--- src/mhi_pkg.sv ---
package mhi_pkg;
   localparam int CLK_PERIOD_NS = 50;
   // Quadrature step period sets the highest count rate on each axis.
   localparam int STEP_TIME_NS = 10000;
   localparam int STEP_CYCLES = (STEP_TIME_NS + CLK_PERIOD_NS - 1) / CLK_PERIOD_NS;
   localparam int IDLE_TIME_US = 100000;
   localparam int IDLE_CYCLES = (IDLE_TIME_US * 1000 + CLK_PERIOD_NS - 1) / CLK_PERIOD_NS;
   localparam int WDOG_TIME_US = 1700;
   localparam int WDOG_CYCLES = (WDOG_TIME_US * 1000 + CLK_PERIOD_NS - 1) / CLK_PERIOD_NS;
   localparam int DELTA_W = 8;
   localparam int ACC_W = 12;
   localparam int ADDR_W = 7;
   localparam int DATA_W = 8;
   localparam int DIR_BIT = 7;
   localparam logic [1:0] QUAD_RESET = 2'h0;
   localparam logic [2:0] LAST_BIT = 3'h7;

   typedef enum logic [1:0] {
      MHI_ADDR = 2'b00,
      MHI_WRITE = 2'b01,
      MHI_READ = 2'b10
   } mhi_port_t;

   // Gray order 00, 01, 11, 10; one phase changes per step.
   function automatic logic [1:0] mhi_gray(input logic [1:0] idx);
      mhi_gray = {idx[1], idx[1] ^ idx[0]};
   endfunction
endpackage

--- src/mhi_axis_if.sv ---
`timescale 1ns/1ns
interface mhi_axis_if;
   logic load;
   logic signed [mhi_pkg::DELTA_W-1:0] delta;
   logic step_en;
   logic halt;
   logic phase_a;
   logic phase_b;
   logic idle;
   modport ctrl (output load, delta, step_en, halt, input phase_a, phase_b, idle);
   modport axis (input load, delta, step_en, halt, output phase_a, phase_b, idle);
endinterface

--- src/mhi_quad_axis.sv ---
`timescale 1ns/1ns
module mhi_quad_axis (
   input wire logic clock,
   input wire logic rst_n,
   mhi_axis_if.axis ax
);
   logic signed [mhi_pkg::ACC_W-1:0] acc;
   logic [1:0] quad;
   logic signed [mhi_pkg::ACC_W-1:0] add_val;
   logic do_step;
   logic fwd;
   logic signed [mhi_pkg::ACC_W-1:0] step_val;
   logic signed [mhi_pkg::ACC_W-1:0] next_acc;
   logic [1:0] next_quad;
   logic [1:0] gray_q;

   // A positive remainder steps forward, a negative one backward.
   assign add_val = ax.load ? mhi_pkg::ACC_W'(ax.delta) : '0;
   assign fwd = ~acc[mhi_pkg::ACC_W-1];
   assign do_step = ax.step_en & ~ax.halt & (acc != '0);
   assign step_val = do_step ? (fwd ? mhi_pkg::ACC_W'(1) : -mhi_pkg::ACC_W'(1)) : '0;
   assign next_acc = acc + add_val - step_val;
   assign next_quad = do_step ? (fwd ? quad + 2'h1 : quad - 2'h1) : quad;
   assign gray_q = mhi_pkg::mhi_gray(quad);
   assign ax.phase_a = gray_q[1];
   assign ax.phase_b = gray_q[0];
   assign ax.idle = (acc == '0);

   always_ff @(posedge clock or negedge rst_n) begin
      if (!rst_n) begin
         acc <= '0;
         quad <= mhi_pkg::QUAD_RESET;
      end else begin
         acc <= next_acc;
         quad <= next_quad;
      end
   end
endmodule

--- src/mhi_top.sv ---
// How it works
// - Displacement becomes two quadrature pairs.
// - Quadrature machine starts in state zero.
// - Power-down halts machine; resumes where stopped.
// - No motion for a while enters power saving.
// - Idle axis holds its last phases.
// - Each neighbouring step is one count.
// - Data line changes only after falling edge.
// - Only host starts transactions.
// - Address byte with direction bit, then data.
// - Direction one means write.
// - Write data sampled on rising clock edges.
// - Direction zero means device returns data.
// - Host releases after address, device after data.
// - After a write the pin stays input.
// - Last read bit held until next rise.
// - Power-down aborts transaction without register write.
// - Power-down high keeps shutdown; low resumes.
// - Idle clock watchdog resets the serial port.
`timescale 1ns/1ns
module mhi_top #(
   parameter int IDLE_CYCLES = mhi_pkg::IDLE_CYCLES,
   parameter int WDOG_CYCLES = mhi_pkg::WDOG_CYCLES
) (
   input wire logic clock,
   input wire logic rst_n,
   input wire logic power_down_in,
   input wire logic sclk_in,
   input wire logic sdio_in,
   output logic sdio_out,
   output logic sdio_oe_n,
   input wire logic motion_valid,
   input wire logic signed [mhi_pkg::DELTA_W-1:0] delta_x,
   input wire logic signed [mhi_pkg::DELTA_W-1:0] delta_y,
   output logic x_phase_a,
   output logic x_phase_b,
   output logic y_phase_a,
   output logic y_phase_b,
   output logic power_save,
   output logic shutdown,
   output logic [mhi_pkg::ADDR_W-1:0] reg_addr,
   output logic [mhi_pkg::DATA_W-1:0] reg_wdata,
   output logic reg_write,
   output logic reg_read,
   input wire logic [mhi_pkg::DATA_W-1:0] reg_rdata
);
   mhi_axis_if x_if ();
   mhi_axis_if y_if ();

   // Pin inputs pass three flops; a change counts once the last two agree.
   logic [2:0] sclk_s;
   logic [2:0] sdio_s;
   logic [2:0] pd_s;
   logic sclk_f;
   logic sdio_f;
   logic pd_f;
   logic sclk_prev;

   // A synchronised level is taken once the last two stages agree.
   function automatic logic mhi_settle(input logic [2:0] s, input logic held);
      mhi_settle = (s[1] == s[2]) ? s[2] : held;
   endfunction

   always_ff @(posedge clock or negedge rst_n) begin
      if (!rst_n) begin
         sclk_s <= 3'h7;
         sdio_s <= 3'h0;
         pd_s <= 3'h0;
         sclk_f <= 1'b1;
         sdio_f <= 1'b0;
         pd_f <= 1'b0;
         sclk_prev <= 1'b1;
      end else begin
         sclk_s <= {sclk_s[1:0], sclk_in};
         sdio_s <= {sdio_s[1:0], sdio_in};
         pd_s <= {pd_s[1:0], power_down_in};
         sclk_f <= mhi_settle(sclk_s, sclk_f);
         sdio_f <= mhi_settle(sdio_s, sdio_f);
         pd_f <= mhi_settle(pd_s, pd_f);
         sclk_prev <= sclk_f;
      end
   end

   // Only host clock edges advance the port; power-down and the watchdog reset it.
   logic sclk_rise;
   logic sclk_fall;
   assign sclk_rise = sclk_f & ~sclk_prev;
   assign sclk_fall = ~sclk_f & sclk_prev;

   // Step rate divider shared by both axes.
   logic [$clog2(mhi_pkg::STEP_CYCLES)-1:0] step_cnt;
   logic step_tick;
   assign step_tick = (step_cnt == '0);

   always_ff @(posedge clock or negedge rst_n) begin
      if (!rst_n) begin
         step_cnt <= '0;
      end else if (step_tick) begin
         step_cnt <= ($clog2(mhi_pkg::STEP_CYCLES))'(mhi_pkg::STEP_CYCLES - 1);
      end else begin
         step_cnt <= step_cnt - 1'b1;
      end
   end

   // Power saving slows stepping is not modelled; it only reports the idle state.
   assign x_if.load = motion_valid;
   assign x_if.delta = delta_x;
   assign x_if.step_en = step_tick;
   assign x_if.halt = pd_f;
   assign y_if.load = motion_valid;
   assign y_if.delta = delta_y;
   assign y_if.step_en = step_tick;
   assign y_if.halt = pd_f;

   mhi_quad_axis u_x (
      .clock(clock),
      .rst_n(rst_n),
      .ax(x_if.axis)
   );

   mhi_quad_axis u_y (
      .clock(clock),
      .rst_n(rst_n),
      .ax(y_if.axis)
   );

   always_ff @(posedge clock or negedge rst_n) begin
      if (!rst_n) begin
         x_phase_a <= 1'b0;
         x_phase_b <= 1'b0;
         y_phase_a <= 1'b0;
         y_phase_b <= 1'b0;
         shutdown <= 1'b0;
      end else begin
         x_phase_a <= x_if.phase_a;
         x_phase_b <= x_if.phase_b;
         y_phase_a <= y_if.phase_a;
         y_phase_b <= y_if.phase_b;
         shutdown <= pd_f;
      end
   end

   // No-motion timer.
   logic [$clog2(IDLE_CYCLES+1)-1:0] idle_cnt;
   logic moving;
   logic idle_done;
   assign moving = (motion_valid & ((delta_x != '0) | (delta_y != '0))) | ~x_if.idle | ~y_if.idle;
   assign idle_done = (idle_cnt == ($clog2(IDLE_CYCLES+1))'(IDLE_CYCLES));

   always_ff @(posedge clock or negedge rst_n) begin
      if (!rst_n) begin
         idle_cnt <= '0;
         power_save <= 1'b0;
      end else if (moving) begin
         idle_cnt <= '0;
         power_save <= 1'b0;
      end else if (idle_done) begin
         power_save <= 1'b1;
      end else begin
         idle_cnt <= idle_cnt + 1'b1;
      end
   end

   // Serial port.
   mhi_pkg::mhi_port_t state;
   mhi_pkg::mhi_port_t next_state;
   logic [2:0] bit_cnt;
   logic [mhi_pkg::DATA_W-1:0] shift;
   logic rd_loaded;
   logic [$clog2(WDOG_CYCLES+1)-1:0] wdog_cnt;
   logic busy;
   logic wdog_fire;
   logic port_reset;
   logic last_bit;
   logic [mhi_pkg::DATA_W-1:0] shift_in;
   logic in_addr;
   logic in_write;
   logic in_read;
   logic addr_done;
   logic write_done;
   logic read_done;
   logic read_fall;
   logic [mhi_pkg::DATA_W-1:0] read_src;
   logic drive_bit;

   assign busy = (state != mhi_pkg::MHI_ADDR) | (bit_cnt != '0);
   assign wdog_fire = (wdog_cnt == ($clog2(WDOG_CYCLES+1))'(WDOG_CYCLES));
   // Power-down and the watchdog reset only the port, never the register file.
   assign port_reset = pd_f | wdog_fire;
   assign last_bit = (bit_cnt == mhi_pkg::LAST_BIT);
   assign shift_in = {shift[mhi_pkg::DATA_W-2:0], sdio_f};
   assign in_addr = (state == mhi_pkg::MHI_ADDR);
   assign in_write = (state == mhi_pkg::MHI_WRITE);
   assign in_read = (state == mhi_pkg::MHI_READ);
   // Port reset masks every byte end, so an aborted transaction never writes.
   assign addr_done = ~port_reset & sclk_rise & last_bit & in_addr;
   assign write_done = ~port_reset & sclk_rise & last_bit & in_write;
   assign read_done = ~port_reset & sclk_rise & last_bit & in_read;
   assign read_fall = ~port_reset & sclk_fall & in_read;
   // The first fall of the data byte takes the word from the port, later falls the shifter.
   assign read_src = rd_loaded ? shift : reg_rdata;
   assign drive_bit = read_src[mhi_pkg::DATA_W-1];

   always_comb begin
      next_state = state;
      if (sclk_rise && last_bit) begin
         case (state)
            mhi_pkg::MHI_ADDR: begin
               next_state = shift_in[mhi_pkg::DIR_BIT] ? mhi_pkg::MHI_WRITE
                                                       : mhi_pkg::MHI_READ;
            end
            mhi_pkg::MHI_WRITE: begin
               next_state = mhi_pkg::MHI_ADDR;
            end
            mhi_pkg::MHI_READ: begin
               next_state = mhi_pkg::MHI_ADDR;
            end
            default: begin
               next_state = mhi_pkg::MHI_ADDR;
            end
         endcase
      end
   end

   always_ff @(posedge clock or negedge rst_n) begin
      if (!rst_n) begin
         wdog_cnt <= '0;
      end else if (!busy || sclk_rise || sclk_fall || port_reset) begin
         wdog_cnt <= '0;
      end else begin
         wdog_cnt <= wdog_cnt + 1'b1;
      end
   end

   // Sequencer: state and bit count advance on host clock rises; port reset clears them.
   always_ff @(posedge clock or negedge rst_n) begin
      if (!rst_n) begin
         state <= mhi_pkg::MHI_ADDR;
         bit_cnt <= '0;
      end else if (port_reset) begin
         state <= mhi_pkg::MHI_ADDR;
         bit_cnt <= '0;
      end else if (sclk_rise) begin
         state <= next_state;
         bit_cnt <= bit_cnt + 1'b1;
      end
   end

   // Shifter: collects address and write data, and empties the read word.
   always_ff @(posedge clock or negedge rst_n) begin
      if (!rst_n) begin
         shift <= '0;
      end else if (sclk_rise && !port_reset && !in_read) begin
         shift <= shift_in;
      end else if (read_fall) begin
         shift <= {read_src[mhi_pkg::DATA_W-2:0], 1'b0};
      end
   end

   always_ff @(posedge clock or negedge rst_n) begin
      if (!rst_n) begin
         rd_loaded <= 1'b0;
      end else if (port_reset || read_done) begin
         rd_loaded <= 1'b0;
      end else if (read_fall) begin
         rd_loaded <= 1'b1;
      end
   end

   always_ff @(posedge clock or negedge rst_n) begin
      if (!rst_n) begin
         reg_addr <= '0;
         reg_wdata <= '0;
         reg_write <= 1'b0;
         reg_read <= 1'b0;
      end else begin
         reg_write <= write_done;
         reg_read <= addr_done & ~shift_in[mhi_pkg::DIR_BIT];
         if (addr_done) begin
            reg_addr <= shift_in[mhi_pkg::ADDR_W-1:0];
         end
         if (write_done) begin
            reg_wdata <= shift_in;
         end
      end
   end

   // Drive starts on the first fall after the address, so the host has released.
   always_ff @(posedge clock or negedge rst_n) begin
      if (!rst_n) begin
         sdio_out <= 1'b0;
         sdio_oe_n <= 1'b1;
      end else if (port_reset) begin
         sdio_oe_n <= 1'b1;
      end else if (read_done || in_write) begin
         // The final bit stands until this rising edge; a write never turns the pin.
         sdio_oe_n <= 1'b1;
      end else if (read_fall) begin
         sdio_oe_n <= 1'b0;
         sdio_out <= drive_bit;
      end
   end
endmodule

--- config.mk ---
export PLATFORM = sky130hd
export DESIGN_NAME = mhi_top
export DESIGN_NICKNAME = d
export VERILOG_FILES = /design/src/mhi_pkg.sv /design/src/mhi_axis_if.sv /design/src/mhi_quad_axis.sv /design/src/mhi_top.sv
export SDC_FILE = /design/constraint.sdc
export NUM_CORES = 1
export LEC_CHECK = 0
export BUFFER_PORTS_ARGS = -buffer_cell sky130_fd_sc_hd__buf_2
export CAP_MARGIN = 25
export CORE_MARGIN = 2
export CORE_UTILIZATION = 40
export CTS_BUF_LIST = sky130_fd_sc_hd__clkbuf_4 sky130_fd_sc_hd__clkbuf_8
export DETAILED_ROUTE_END_ITERATION = 12
export SYNTH_ARGS = -nofsm -noshare
export SYNTH_HDL_FRONTEND = slang
export SYNTH_SLANG_ARGS = --single-unit
export TNS_END_PERCENT = 1
--- constraint.sdc ---
create_clock -name clock -period 5 [get_ports clock]
set_input_delay 1.5 -clock clock [delete_from_list [all_inputs] [get_ports clock]]
set_output_delay 1.5 -clock clock [all_outputs]
set_load 0.05 [all_outputs]
==> run summary <==
• number of nets still failing antenna checks after routing: 0
• Initial DRT Pass Iterations: 4
• sequential cell area fraction in the yosys report: 44.54%
• xor and xnor fraction of the mapped netlist area: 8.212%
• leading cell type in the layout, fill and taps excluded: dfrtp_1
• Post-Syn Area per Cell: 10.41 µm²
• Slew HR: 49.90%
• Lkg Pwr: 3.657 nW
• Fin Clk Skew: 0.01363 ns
• CP required: 5.38 ns
• Gates resized, CTS repair: 0
• CP max FO: 10
• # hold bufs at CTS: 0
• Yosys top cell by area: dfrtp_1
• core area: 17240 µm²
• peak ir drop on the vdd network: 0.3467 mV
• number of global-route vias before repair: 5063
• unrepaired setup endpoints after global routing: false
• internal power of the cells: 2.413 mW
• TritonCTS Buffers: 17
• Simple-Gate Fraction of Synth Area: 16.89%
• Finished Core Util: 46.34%
• top flip-flop cell by instance count after synthesis: dfrtp_1
• number of antenna violations at the first check in global routing: 0
• CP endpoint kind: flop
• delay of the slowest critical-path stage: 0.52 ns
• number of sinks on the clock net: 125
• area of the die: 18670 µm²
• fraction of the mapped netlist area in adder cells: 12.90%
• largest net degree at the start of global routing: 83
• part of the cycle the worst path needs: 87.01%
• power density relative to cell area: 487.1 nW/µm²
• final worst slack: 0.6497 ns
• cell class contributing the biggest share of worst-path delay: simple AND/OR/NAND/NOR gates
• # rows: 48
• post-layout min period: 4.350 ns
• gpl congestion: 0.8351
• multiplexer fraction of the synthesized cell area: 4.906%
• Synth Cell Area: 7039 µm²
• number of nets at the end of the flow: 826
• final hold violation count: 0
• worst endpoint data arrival time: 4.73 ns
• max-cap viol count: 0
• overall routed net length: 13590 µm
• post-placement worst setup slack: 0.6119 ns
• dominant combinational cell family by area after synthesis: simple AND/OR/NAND/NOR gates
• fill cell total of the finished layout: 1613
• portion of synthesized cell area occupied by the leading cell type: 42.30%
• WS Path Type: flop to flop
• cells traversed along the worst timing path: nor4_1 -> nand3b_1 -> nor3b_1 -> nand2_1 -> inv_1 -> fa_1 -> inv_1 -> ha_1 -> a21oi_1 -> o21bai_1 -> and3_1 -> a2111oi_0 -> and3_1
• count of flip-flops with a built-in enable after synthesis: 0
• number of diodes: 0
• Routed WL per cell: 13.91 µm
• Vert. Die Dim: 136.7 µm
• Synth Area in Compound Gates: 6.790%
• clock input transition at the sequential cells of the worst setup and hold paths: 0.08 ns
• half-perimeter wire length after placement: 10160 µm
• all-layer global routing usage: 16.24%
• overall die width: 136.7 µm
• leading post-synthesis cells by cell area: dfrtp_1 (42%), fa_1 (6.3%), ha_1 (6.2%)
• clock tree from TritonCTS: yes
• share of total power in combinational logic: 42.6%
• Post-Route Setup TNS: 0 ns
• Seq cells post-synth: 125
• Setup Buffers After CTS: 0
• clock tree root buffer cell: clkbuf_8
• Final Max Slew Viols: 0
• top library cells by usage in the layout, fill and taps aside: dfrtp_1 (119), inv_1 (89), nor2_1 (58)
• number of library cell types mapped by synthesis: 57
• remaining global-route overflow: 0
• post-route DRC violation count: 0
• transition time of the tightest slew-check pin: 0.7447 ns
• status: completed
• number of I/O pins: 55
• Synth Net Count: 763
• part of the total power dissipated in sequential elements: 33.5%
• count of input and output buffers: 54
• layout cell share with drive strength beyond 1: 18.48%
• # H-tree levels: 4
• cell with the biggest individual delay on the critical path: nor4_1
• number of failing setup endpoints in the final timing report: 0
• min-delay worst type: flop to flop
• Switching Power: 1.478 mW
• share of synthesized registers carrying an async set or reset: 100.0%
• Sw Ratio: 37.98%
• Yosys Warn Count: 0
• Clock power frac: 23.9%
• Syn Inst Count: 676
• signed area change from the synthesized netlist to the final layout: 13.47%
• global-route wire length before repair: 23700 µm
• initial core utilization: 40.84%
• violation count after the first detailed-route iteration: 199
• Critical path buffers and inverters: 2
• Bufs on Longest Clock Path: 2
• Achievable Freq: 0.2299 GHz
• clock latency reported for the late side of the worst-skew pair: 0.45 ns
• detailed-route vias per instance: 4.981
• critical path launch point type: flop
• total via count in the routed design: 4866
through the flow:
step	hold slack [ns]	instance area, µm²	total power, mW	std cells
finish	0.3507	7988	3.891	977
detailed placement	0.3372	7542	2.982	944
floorplan	0.3312	7039	2.611	676
global placement	0.3427	7542	2.915	944
global route	0.3605	7988	4.225	977
CTS	0.3551	7960	3.933	976
cells by family (layout without fill, tap and decap cells):
logic type	after synthesis	after routing
and+or+nand+nor	223	223
DFF	125	125
xor gates and xnor gates	66	66
buffers and inverters	101	177
AOI/OAI and AO/OA	70	70
muxes	31	31
adders and majority gates	60	60
Yosys cell counts, drive strengths merged, types with 2 or more instances:
cell type and instances:
a211o 2, a211oi 2, a21o 3, a21oi 18, a311oi 3, a31oi 2
and2 3, and3 9, and4 3, buf 4, clkbuf 8, dfrtp 119
dfstp 6, fa 22, ha 35, inv 89, maj3 3, mux2 28
mux2i 3, nand2 43, nand2b 4, nand3 21, nand3b 3, nand4 12
nor2 68, nor2b 8, nor3 14, nor3b 2, nor4 20, nor4b 2
o211ai 3, o21a 6, o21ai 18, o21bai 3, o31ai 3, or3 6
xnor2 29, xor2 37
final timing paths:
| check | startpoint | endpoint | slack, ns | cells after the start |
|---|---|---|---|---|
| setup / recovery | step_cnt[4] | u_x.acc[11] | 0.65 | 13 |
| hold / removal | pd_s[0] | pd_s[1] | 0.35 | 0 |
| setup reg to reg | step_cnt[4] | u_x.acc[11] | 0.65 | 13 |
| hold reg to reg | pd_s[0] | pd_s[1] | 0.35 | 0 |
| max in group asynchronous | rst_n | sclk_prev | 3.07 | 3 |
| min in group asynchronous | rst_n | reg_read | 0.98 | 1 |
power groups by stage:
stage	clock network (mW)	registers (mW)	logic [mW]
CTS	0.958	1.31	1.67
finish	0.929	1.30	1.66
global placement	0	1.32	1.59
global route	1.01	1.32	1.90
floorplan	0	1.30	1.31
detailed placement	0	1.33	1.66
final cells by class:
| class | instances | area (µm²) | share of cell area (%) |
|---|---|---|---|
| multi-input cells | 450 | 3498 | 43.80 |
| clock buffers | 18 | 247.7 | 3.102 |
| repair buffers | 56 | 320.3 | 4.010 |
| well taps | 225 | 281.5 | 3.524 |
| clock inverters | 14 | 170.2 | 2.130 |
| inverters | 89 | 334.1 | 4.182 |
| flip-flops and latches | 125 | 3136 | 39.25 |
registers in the layout, summed over array words and instances (netlist names), 7 cells and up:
name	flops
shift	8
u_x.acc	12
wdog_cnt	16
reg_wdata	8
idle_cnt	21
step_cnt	8
u_y.acc	12
reg_addr	7
layer usage:
layer | vias up | track usage (%) | part of all wire, %
met2 | 75 | 27.22 | 50
met1 | 2382 | 20.34 | 46
li1 | 2385 | - | -
met3 | 24 | 3.889 | 3.1
met4 | 0 | 6.134 | 1.7
met5 | - | 0 | 0
Power figures use the tool's default switching activity.
